File: src/verilog/rbml_defines.vh
// Functional notes
// Hold all state while reset input low
// Latch three mode pins at reset release
// First mode pin becomes port H bit0
// Pins two, three become GPIO after bootstrap
// Reset output on any reset source
// Host asserts reset with TRST together
// Synchronise reset release before mode latch
`ifndef RBML_DEFINES_VH
`define RBML_DEFINES_VH

// ----------------------------------------
// Widths and reset values
// ----------------------------------------
`define RBML_MODE_W        3
`define RBML_MODE_RST      3'h0
`define RBML_PORT_W        3
`define RBML_PORT_RST      3'h0
`define RBML_SYNC_W        2
`define RBML_SYNC_RST      2'h0
`define RBML_SYNC_SET      2'h3
`define RBML_SYNC_OUT      1

// ----------------------------------------
// One-hot sequencer states
// ----------------------------------------
`define RBML_ST_W          4
`define RBML_ST_RESET      4'h1
`define RBML_ST_LATCH      4'h2
`define RBML_ST_BOOT       4'h4
`define RBML_ST_RUN        4'h8

`endif

File: src/verilog/rbml_reset_boot_latch.v
`timescale 1ns/1ps
`default_nettype none
`include "rbml_defines.vh"

module rbml_reset_boot_latch
(
   input  wire                    clk_i,
   input  wire                    ce_i,
   input  wire                    reset_n_i,
   input  wire                    low_voltage_i,
   input  wire                    soft_reset_i,
   input  wire                    watchdog_timeout_i,
   input  wire                    boot_done_i,
   input  wire                    boot_select_a_i,
   input  wire                    boot_select_b_i,
   input  wire                    boot_select_c_i,
   input  wire [`RBML_PORT_W-1:0] port_h_out_i,
   input  wire [`RBML_PORT_W-1:0] port_h_oe_i,
   output reg  [`RBML_MODE_W-1:0] boot_mode_o,
   output reg                     boot_mode_valid_o,
   output reg                     bootstrap_o,
   output reg                     core_reset_o,
   output reg                     reset_out_pin_o,
   output reg  [`RBML_PORT_W-1:0] port_h_in_o,
   output reg  [`RBML_PORT_W-1:0] port_h_pin_o,
   output reg  [`RBML_PORT_W-1:0] port_h_pin_oe_o
);

   // ----------------------------------------
   // States
   // ----------------------------------------
   localparam [`RBML_ST_W-1:0] ST_RESET = `RBML_ST_RESET;
   localparam [`RBML_ST_W-1:0] ST_LATCH = `RBML_ST_LATCH;
   localparam [`RBML_ST_W-1:0] ST_BOOT  = `RBML_ST_BOOT;
   localparam [`RBML_ST_W-1:0] ST_RUN   = `RBML_ST_RUN;

   reg  [`RBML_ST_W-1:0]   state;
   reg  [`RBML_ST_W-1:0]   next_state;
   reg  [`RBML_MODE_W-1:0] next_boot_mode;
   reg                     next_boot_mode_valid;
   reg                     next_bootstrap;
   reg                     next_core_reset;
   reg                     next_reset_out_pin;
   reg  [`RBML_PORT_W-1:0] next_port_h_in;
   wire                    released;
   wire                    internal_src;
   wire                    enter_reset;
   wire                    gpio_mode;
   wire                    next_gpio_mode;
   wire [`RBML_PORT_W-1:0] pins;
   wire [`RBML_PORT_W-1:0] next_port_h_pin;
   wire [`RBML_PORT_W-1:0] next_port_h_pin_oe;

   // ----------------------------------------
   // Reset sources and strap pins
   // ----------------------------------------
   // internal reset sources
   assign internal_src = low_voltage_i | soft_reset_i | watchdog_timeout_i;
   // mode word is c, b, a
   assign pins         = {boot_select_c_i, boot_select_b_i, boot_select_a_i};

   // ----------------------------------------
   // Release synchroniser
   // ----------------------------------------
   rbml_sync rbml_sync_inst
   (
      .clk_i      (clk_i),
      .ce_i       (ce_i),
      .reset_n_i  (reset_n_i),
      .released_o (released)
   );

   // ----------------------------------------
   // Sequencer
   // ----------------------------------------
   always @*
   begin
      next_state = state;
      case (state)
         ST_RESET:
         begin
            // wait for synchronised release
            if (released)
               next_state = ST_LATCH;
         end
         ST_LATCH:
         begin
            next_state = ST_BOOT;
         end
         ST_BOOT:
         begin
            if (boot_done_i)
               next_state = ST_RUN;
         end
         ST_RUN:
         begin
            next_state = ST_RUN;
         end
         default:
         begin
            next_state = ST_RESET;
         end
      endcase
      // Internal sources restart the sequence and re-sample the straps
      if (internal_src)
         next_state = ST_RESET;
   end

   assign enter_reset    = (next_state == ST_RESET);
   assign gpio_mode      = (state == ST_RUN);
   assign next_gpio_mode = (next_state == ST_RUN);

   // reset holds state
   always @(posedge clk_i)
   begin
      if (!reset_n_i)
         state <= ST_RESET;
      else if (ce_i)
         state <= next_state;
   end

   // ----------------------------------------
   // Output next values
   // ----------------------------------------
   always @*
   begin
      // any source drives output
      next_reset_out_pin = internal_src | enter_reset;
      next_core_reset    = internal_src | enter_reset;
      next_bootstrap     = (next_state == ST_BOOT);
      // latch straps at release
      next_boot_mode     = boot_mode_o;
      if (state == ST_LATCH)
         next_boot_mode = pins;
      // Reset entry beats a capture in the same cycle, so no stale valid
      next_boot_mode_valid = boot_mode_valid_o;
      if (enter_reset)
         next_boot_mode_valid = 1'b0;
      else if (state == ST_LATCH)
         next_boot_mode_valid = 1'b1;
      // straps hidden until bootstrap ends
      next_port_h_in = gpio_mode ? pins : `RBML_PORT_RST;
   end

   // ----------------------------------------
   // Output registers
   // ----------------------------------------
   // reset clears mode
   always @(posedge clk_i)
   begin
      if (!reset_n_i)
      begin
         boot_mode_o       <= `RBML_MODE_RST;
         boot_mode_valid_o <= 1'b0;
      end
      else if (ce_i)
      begin
         boot_mode_o       <= next_boot_mode;
         boot_mode_valid_o <= next_boot_mode_valid;
      end
   end

   // reset holds core
   always @(posedge clk_i)
   begin
      if (!reset_n_i)
      begin
         bootstrap_o  <= 1'b0;
         core_reset_o <= 1'b1;
      end
      else if (ce_i)
      begin
         bootstrap_o  <= next_bootstrap;
         core_reset_o <= next_core_reset;
      end
   end

   // reset output pin
   always @(posedge clk_i)
   begin
      if (!reset_n_i)
         reset_out_pin_o <= 1'b1;
      else if (ce_i)
         reset_out_pin_o <= next_reset_out_pin;
   end

   // port input sample
   always @(posedge clk_i)
   begin
      if (!reset_n_i)
         port_h_in_o <= `RBML_PORT_RST;
      else if (ce_i)
         port_h_in_o <= next_port_h_in;
   end

   // pin drive registers
   always @(posedge clk_i)
   begin
      if (!reset_n_i)
      begin
         port_h_pin_o    <= `RBML_PORT_RST;
         port_h_pin_oe_o <= `RBML_PORT_RST;
      end
      else if (ce_i)
      begin
         port_h_pin_o    <= next_port_h_pin;
         port_h_pin_oe_o <= next_port_h_pin_oe;
      end
   end

   // ----------------------------------------
   // Port H pin handover
   // ----------------------------------------
   genvar g;
   generate
      for (g = 0; g < `RBML_PORT_W; g = g + 1)
      begin : g_port
         // bit0 after bootstrap
         // bits 1, 2 after bootstrap
         // Driven from the next state so the pin is free on the RUN edge
         assign next_port_h_pin[g]    = next_gpio_mode & port_h_out_i[g];
         assign next_port_h_pin_oe[g] = next_gpio_mode & port_h_oe_i[g];
      end
   endgenerate

endmodule
`default_nettype wire

File: src/verilog/rbml_sync.v
`timescale 1ns/1ps
`default_nettype none
`include "rbml_defines.vh"

// ----------------------------------------
// Reset release synchroniser
// ----------------------------------------
module rbml_sync
(
   input  wire clk_i,
   input  wire ce_i,
   input  wire reset_n_i,
   output wire released_o
);

   reg [`RBML_SYNC_W-1:0] stage;

   // two flop release
   always @(posedge clk_i)
   begin
      if (!reset_n_i)
         stage <= `RBML_SYNC_RST;
      else if (ce_i)
         stage <= {stage[0], 1'b1};
   end

   // Only the second stage is read
   assign released_o = stage[`RBML_SYNC_OUT];

endmodule
`default_nettype wire

File: config.mk
export PLATFORM = sky130hd
export DESIGN_NAME = rbml_reset_boot_latch
export DESIGN_NICKNAME = d
export VERILOG_FILES = /design/src/verilog/rbml_reset_boot_latch.v /design/src/verilog/rbml_sync.v
export VERILOG_INCLUDE_DIRS = /design/src /design/src/verilog
export SDC_FILE = /design/constraint.sdc
export NUM_CORES = 1
export LEC_CHECK = 0
export BUFFER_PORTS_ARGS = -buffer_cell sky130_fd_sc_hd__buf_4
export CAP_MARGIN = 25
export CORE_MARGIN = 2
export CORE_UTILIZATION = 36
export DETAILED_ROUTE_END_ITERATION = 16
export PLACE_DENSITY = 0.68
export SLEW_MARGIN = 40
export SYNTH_ARGS = -nofsm -noshare
export SYNTH_HDL_FRONTEND = slang
export SYNTH_SLANG_ARGS = --single-unit
File: constraint.sdc
create_clock -name clk_i -period 3.8 [get_ports clk_i]
set_input_delay 0 -clock clk_i [delete_from_list [all_inputs] [get_ports clk_i]]
set_output_delay 0 -clock clk_i [all_outputs]
set_load 0.1 [all_outputs]
==> impl_metrics.prom <==
# TYPE chip_impl_metric gauge
chip_impl_info{name="status",value="complete, no violations"} 1
chip_impl_metric{name="syn_to_final_growth",unit="%"} 40.31
chip_impl_metric{name="clock.fmax",unit="MHz"} 684.4
chip_impl_metric{name="numCtsBuffers",unit=""} 3
chip_impl_metric{name="yosys.area_share.xor_xnor",unit="%"} 0.9831
chip_impl_metric{name="grt_pass1_vias",unit=""} 721
chip_impl_metric{name="grt_first_pass_wirelength",unit="um"} 2980
chip_impl_metric{name="yosysWarnings",unit=""} 0
chip_impl_info{name="critical_path.startpoint_type",value="flip-flop"} 1
chip_impl_info{name="cts_tree",value="built"} 1
chip_impl_info{name="timing_worst_setup_path_type",value="flip-flop to flip-flop"} 1
chip_impl_metric{name="pin_count",unit=""} 32
chip_impl_metric{name="place_congestion",unit=""} 0.8065
chip_impl_metric{name="seq_power_share",unit="%"} 61.0
chip_impl_metric{name="synth-seq-cells",unit=""} 21
chip_impl_metric{name="first_iteration_detailed_routing_drc_count",unit=""} 10
chip_impl_metric{name="synthesis.instances",unit=""} 93
chip_impl_metric{name="insertion_delay",unit="ns"} 0.30
chip_impl_metric{name="critPathArrivalTime",unit="ns"} 1.71
chip_impl_metric{name="die_w",unit="um"} 53.75
chip_impl_metric{name="floorplan.die.height",unit="um"} 53.75
chip_impl_metric{name="final.min_clock_period",unit="ns"} 1.461
chip_impl_metric{name="global_route.usage.total",unit="%"} 14.73
chip_impl_metric{name="netSwitchingFraction",unit="%"} 22.45
chip_impl_metric{name="setup_viol",unit=""} 0
chip_impl_metric{name="antenna_found_initial",unit=""} 0
chip_impl_metric{name="postSynthAreaPerCell",unit="um2"} 9.579
chip_impl_metric{name="area_of_the_die",unit="um2"} 2889
chip_impl_metric{name="wl_per_cell",unit="um"} 12.56
chip_impl_info{name="clock-root-buffer",value="sky130_fd_sc_hd__clkbuf_4"} 1
chip_impl_metric{name="power_share_of_the_clock_group",unit="%"} 28.5
chip_impl_metric{name="slew_viol_final",unit=""} 0
chip_impl_metric{name="internal_power",unit="uW"} 283.4
chip_impl_metric{name="cts.htree.levels",unit=""} 1
chip_impl_metric{name="post_route_cells_drive_above_1_share",unit="%"} 29.55
chip_impl_metric{name="globalRouteOverflowTotal",unit=""} 0
chip_impl_metric{name="detail_route.wirelength",unit="um"} 2034
chip_impl_metric{name="clock-sinks",unit=""} 21
chip_impl_metric{name="adder_and_majority_cell_fraction_of_the_synthesized_area",unit="%"} 0
chip_impl_metric{name="critical_path_required",unit="ns"} 4.05
chip_impl_metric{name="mappedNetlistNets",unit=""} 109
chip_impl_metric{name="max_rail_drop_vdd",unit="mV"} 0.1548
chip_impl_metric{name="synth_cell_types",unit=""} 35
chip_impl_metric{name="design_power_total",unit="uW"} 365.4
chip_impl_metric{name="final_antenna_net_count",unit=""} 0
chip_impl_info{name="endpoint_kind",value="flip-flop"} 1
chip_impl_metric{name="synth.area.mux_share",unit="%"} 1.124
chip_impl_info{name="hold_path.class",value="input pin to flip-flop"} 1
chip_impl_info{name="synth.largest_area_cell",value="sky130_fd_sc_hd__dfxtp_1"} 1
chip_impl_metric{name="fillCellCount",unit=""} 229
chip_impl_metric{name="maxCapViolCount",unit=""} 0
chip_impl_metric{name="post-route-period-util",unit="%"} 38.45
chip_impl_metric{name="fin_setup_tns",unit="ns"} 0
chip_impl_metric{name="fp.coreArea",unit="um2"} 2410
chip_impl_metric{name="initial_utilization",unit="%"} 36.97
chip_impl_info{name="synth_top_family_by_area",value="simple AND/OR/NAND/NOR gates"} 1
chip_impl_metric{name="synth_compound_gate_area_share",unit="%"} 22.33
chip_impl_metric{name="worst_clock_skew",unit="ns"} 0.005722
chip_impl_info{name="grt_setup_unrepaired",value="no"} 1
chip_impl_metric{name="hold_viol",unit=""} 0
chip_impl_metric{name="diodes",unit=""} 0
chip_impl_metric{name="path_clk_slew",unit="ns"} 0.11
chip_impl_metric{name="post-cts-setup-buffers",unit=""} 0
chip_impl_metric{name="port_buffers",unit=""} 31
chip_impl_metric{name="worst_pin_slew",unit="ns"} 0.5185
chip_impl_metric{name="netSwitchingPower",unit="uW"} 82.03
chip_impl_metric{name="rows",unit=""} 18
chip_impl_metric{name="drt-pass1-iter-count",unit=""} 4
chip_impl_metric{name="yosysSeqAreaShare",unit="%"} 47.19
chip_impl_metric{name="leakage",unit="nW"} 0.5043
chip_impl_metric{name="ctsLongestPathBuffers",unit=""} 2
chip_impl_metric{name="largest_net_degree_at_the_start_of_global_routing",unit=""} 14
chip_impl_metric{name="avgViaCountPerCell",unit=""} 5.043
chip_impl_metric{name="power.share.combinational",unit="%"} 10.5
chip_impl_metric{name="post_synth_instance_area",unit="um2"} 890.9
chip_impl_metric{name="yosys.area_share.simple",unit="%"} 23.31
chip_impl_metric{name="area_fraction_of_the_dominant_cell_type_after_synthesis",unit="%"} 47.19
chip_impl_metric{name="dr_total_vias",unit=""} 817
chip_impl_metric{name="cts-resized-gates",unit=""} 0
chip_impl_metric{name="post_cts_hold_fix_bufs",unit=""} 10
chip_impl_metric{name="dpl.hpwl",unit="um"} 1446
chip_impl_metric{name="finalNetCount",unit=""} 149
chip_impl_metric{name="critPathMaxFanout",unit=""} 12
chip_impl_metric{name="remaining_drc_errors",unit=""} 0
chip_impl_metric{name="timing.slew.headroom",unit="%"} 65.36
chip_impl_metric{name="powerDensity",unit="nW/um2"} 292.3
chip_impl_info{name="synth_top_cells_by_area",value="sky130_fd_sc_hd__dfxtp_1 (47%), sky130_fd_sc_hd__a22o_1 (5.9%), sky130_fd_sc_hd__a21oi_1 (4.5%)"} 1
## metrics by stage
step                worst slack [ns]  std cells  hold WS, ns  cell area, um2  utilization [%]
floorplan                      2.431         93       0.1178           890.9                -
global placement               2.419        148       0.2159            1124            46.63
detailed placement             2.376        148       0.2219            1124            46.63
CTS                            2.340        162      0.02548            1250            51.87
global route                   2.255        162      0.03469            1250            51.87
finish                         2.339        162      0.03408            1250            51.87
## cell usage in the layout, fill, tap and decap left out, types with 2 or more instances in the layout
cell,Yosys,final
sky130_fd_sc_hd__clkbuf_4,0,3
sky130_fd_sc_hd__dfxtp_1,21,21
sky130_fd_sc_hd__nand4_1,3,3
sky130_fd_sc_hd__a21oi_1,8,8
sky130_fd_sc_hd__buf_4,1,31
sky130_fd_sc_hd__a21o_1,2,2
sky130_fd_sc_hd__dlygate4sd3_1,0,10
sky130_fd_sc_hd__nor3b_1,2,2
sky130_fd_sc_hd__nor2b_1,3,3
sky130_fd_sc_hd__o21ai_0,7,7
sky130_fd_sc_hd__nand4bb_1,2,2
sky130_fd_sc_hd__nor2_1,5,5
sky130_fd_sc_hd__a22o_1,6,6
sky130_fd_sc_hd__nand2_1,5,5
sky130_fd_sc_hd__inv_1,2,2
sky130_fd_sc_hd__nand3_1,3,3
## routing by layer
layer	up-vias	GRT usage, %	wire [um]
met4	0	7.692	33
met3	4	2.500	109
met2	27	24.80	945
li1	419	-	-
met5	-	0	0
met1	367	17.81	946
## registers in the layout, indices dropped and copies added (netlist names)
name	flops
boot_mode_o	3
bootstrap_o	1
port_h_in_o	3
reset_out_pin_o	1
port_h_pin_o	3
rbml_sync_inst.stage	2
state	4
boot_mode_valid_o	1
port_h_pin_oe_o	3
## kinds of logic (layout without fill, tap and decap cells)
kind of cell / count (synthesis) / in the layout
xor gates and xnor gates: 1 / 1
DFF: 21 / 21
buffers and inverters: 8 / 47
and+or+nand+nor: 33 / 33
AOI/OAI and AO/OA: 29 / 29
muxes: 1 / 1
## Yosys cell counts
cell type / instances
sky130_fd_sc_hd__inv_1: 2
sky130_fd_sc_hd__nor2b_1: 3
sky130_fd_sc_hd__nand2_1: 5
sky130_fd_sc_hd__nor4_1: 1
sky130_fd_sc_hd__dfxtp_1: 21
sky130_fd_sc_hd__nand4bb_1: 2
sky130_fd_sc_hd__or3_1: 1
sky130_fd_sc_hd__a211oi_2: 1
sky130_fd_sc_hd__a22o_1: 6
sky130_fd_sc_hd__xnor2_1: 1
sky130_fd_sc_hd__mux2i_1: 1
sky130_fd_sc_hd__or2b_1: 1
sky130_fd_sc_hd__nand3b_1: 1
sky130_fd_sc_hd__nor3_1: 1
sky130_fd_sc_hd__o32ai_1: 1
sky130_fd_sc_hd__o21ai_0: 7
sky130_fd_sc_hd__a21o_1: 2
sky130_fd_sc_hd__nand4_1: 3
sky130_fd_sc_hd__or4b_2: 1
sky130_fd_sc_hd__or4b_4: 1
sky130_fd_sc_hd__o211ai_1: 1
sky130_fd_sc_hd__nor2_1: 5
sky130_fd_sc_hd__a21oi_2: 1
sky130_fd_sc_hd__nor3b_1: 2
sky130_fd_sc_hd__buf_6: 1
sky130_fd_sc_hd__a21oi_1: 8
sky130_fd_sc_hd__nand2b_1: 1
sky130_fd_sc_hd__or3b_1: 1
sky130_fd_sc_hd__buf_2: 3
sky130_fd_sc_hd__clkbuf_1: 1
sky130_fd_sc_hd__or3b_2: 1
sky130_fd_sc_hd__o21a_1: 1
sky130_fd_sc_hd__buf_4: 1
sky130_fd_sc_hd__o221a_1: 1
sky130_fd_sc_hd__nand3_1: 3
## worst paths after layout
path | start | to | slack [ns] | cells past startpoint
worst max-delay path | state[3]$_SDFFE_PN0P_ | boot_mode_valid_o$_SDFFE_PN0P_ | 2.34 | 3
worst min register to register | port_h_in_o[0]$_SDFFE_PN0P_ | port_h_in_o[0]$_SDFFE_PN0P_ | 0.48 | 2
worst max register to register | state[3]$_SDFFE_PN0P_ | boot_mode_valid_o$_SDFFE_PN0P_ | 2.34 | 3
worst min-delay path | ce_i | rbml_sync_inst.stage[0]$_SDFFE_PN0P_ | 0.03 | 3
## layout make-up
type / instances / area, um2 / area share, %
Multi-Input combinational cell: 64 / 425.4 / 34.03
Sequential cell: 21 / 420.4 / 33.63
Timing Repair Buffer: 41 / 332.8 / 26.63
Tap cell: 30 / 37.54 / 3.003
Clock buffer: 4 / 26.28 / 2.102
Inverter: 2 / 7.507 / 0.6006
## power by group through the flow
stage | Combinational, mW | Sequential (mW) | Clock (mW)
after floorplan | 0.0124 | 0.229 | 0
after detailed placement | 0.0298 | 0.228 | 0
after global placement | 0.0290 | 0.228 | 0
after global routing | 0.0410 | 0.223 | 0.115
after CTS | 0.0379 | 0.223 | 0.109
final | 0.0382 | 0.223 | 0.104
## critical path, stage by stage, from the launching register on
cell                      delay (ns)
sky130_fd_sc_hd__dfxtp_1        0.54
sky130_fd_sc_hd__or4b_4         0.51
sky130_fd_sc_hd__a21oi_2        0.18
sky130_fd_sc_hd__o221a_1        0.18
Power figures use the tool's default switching activity.
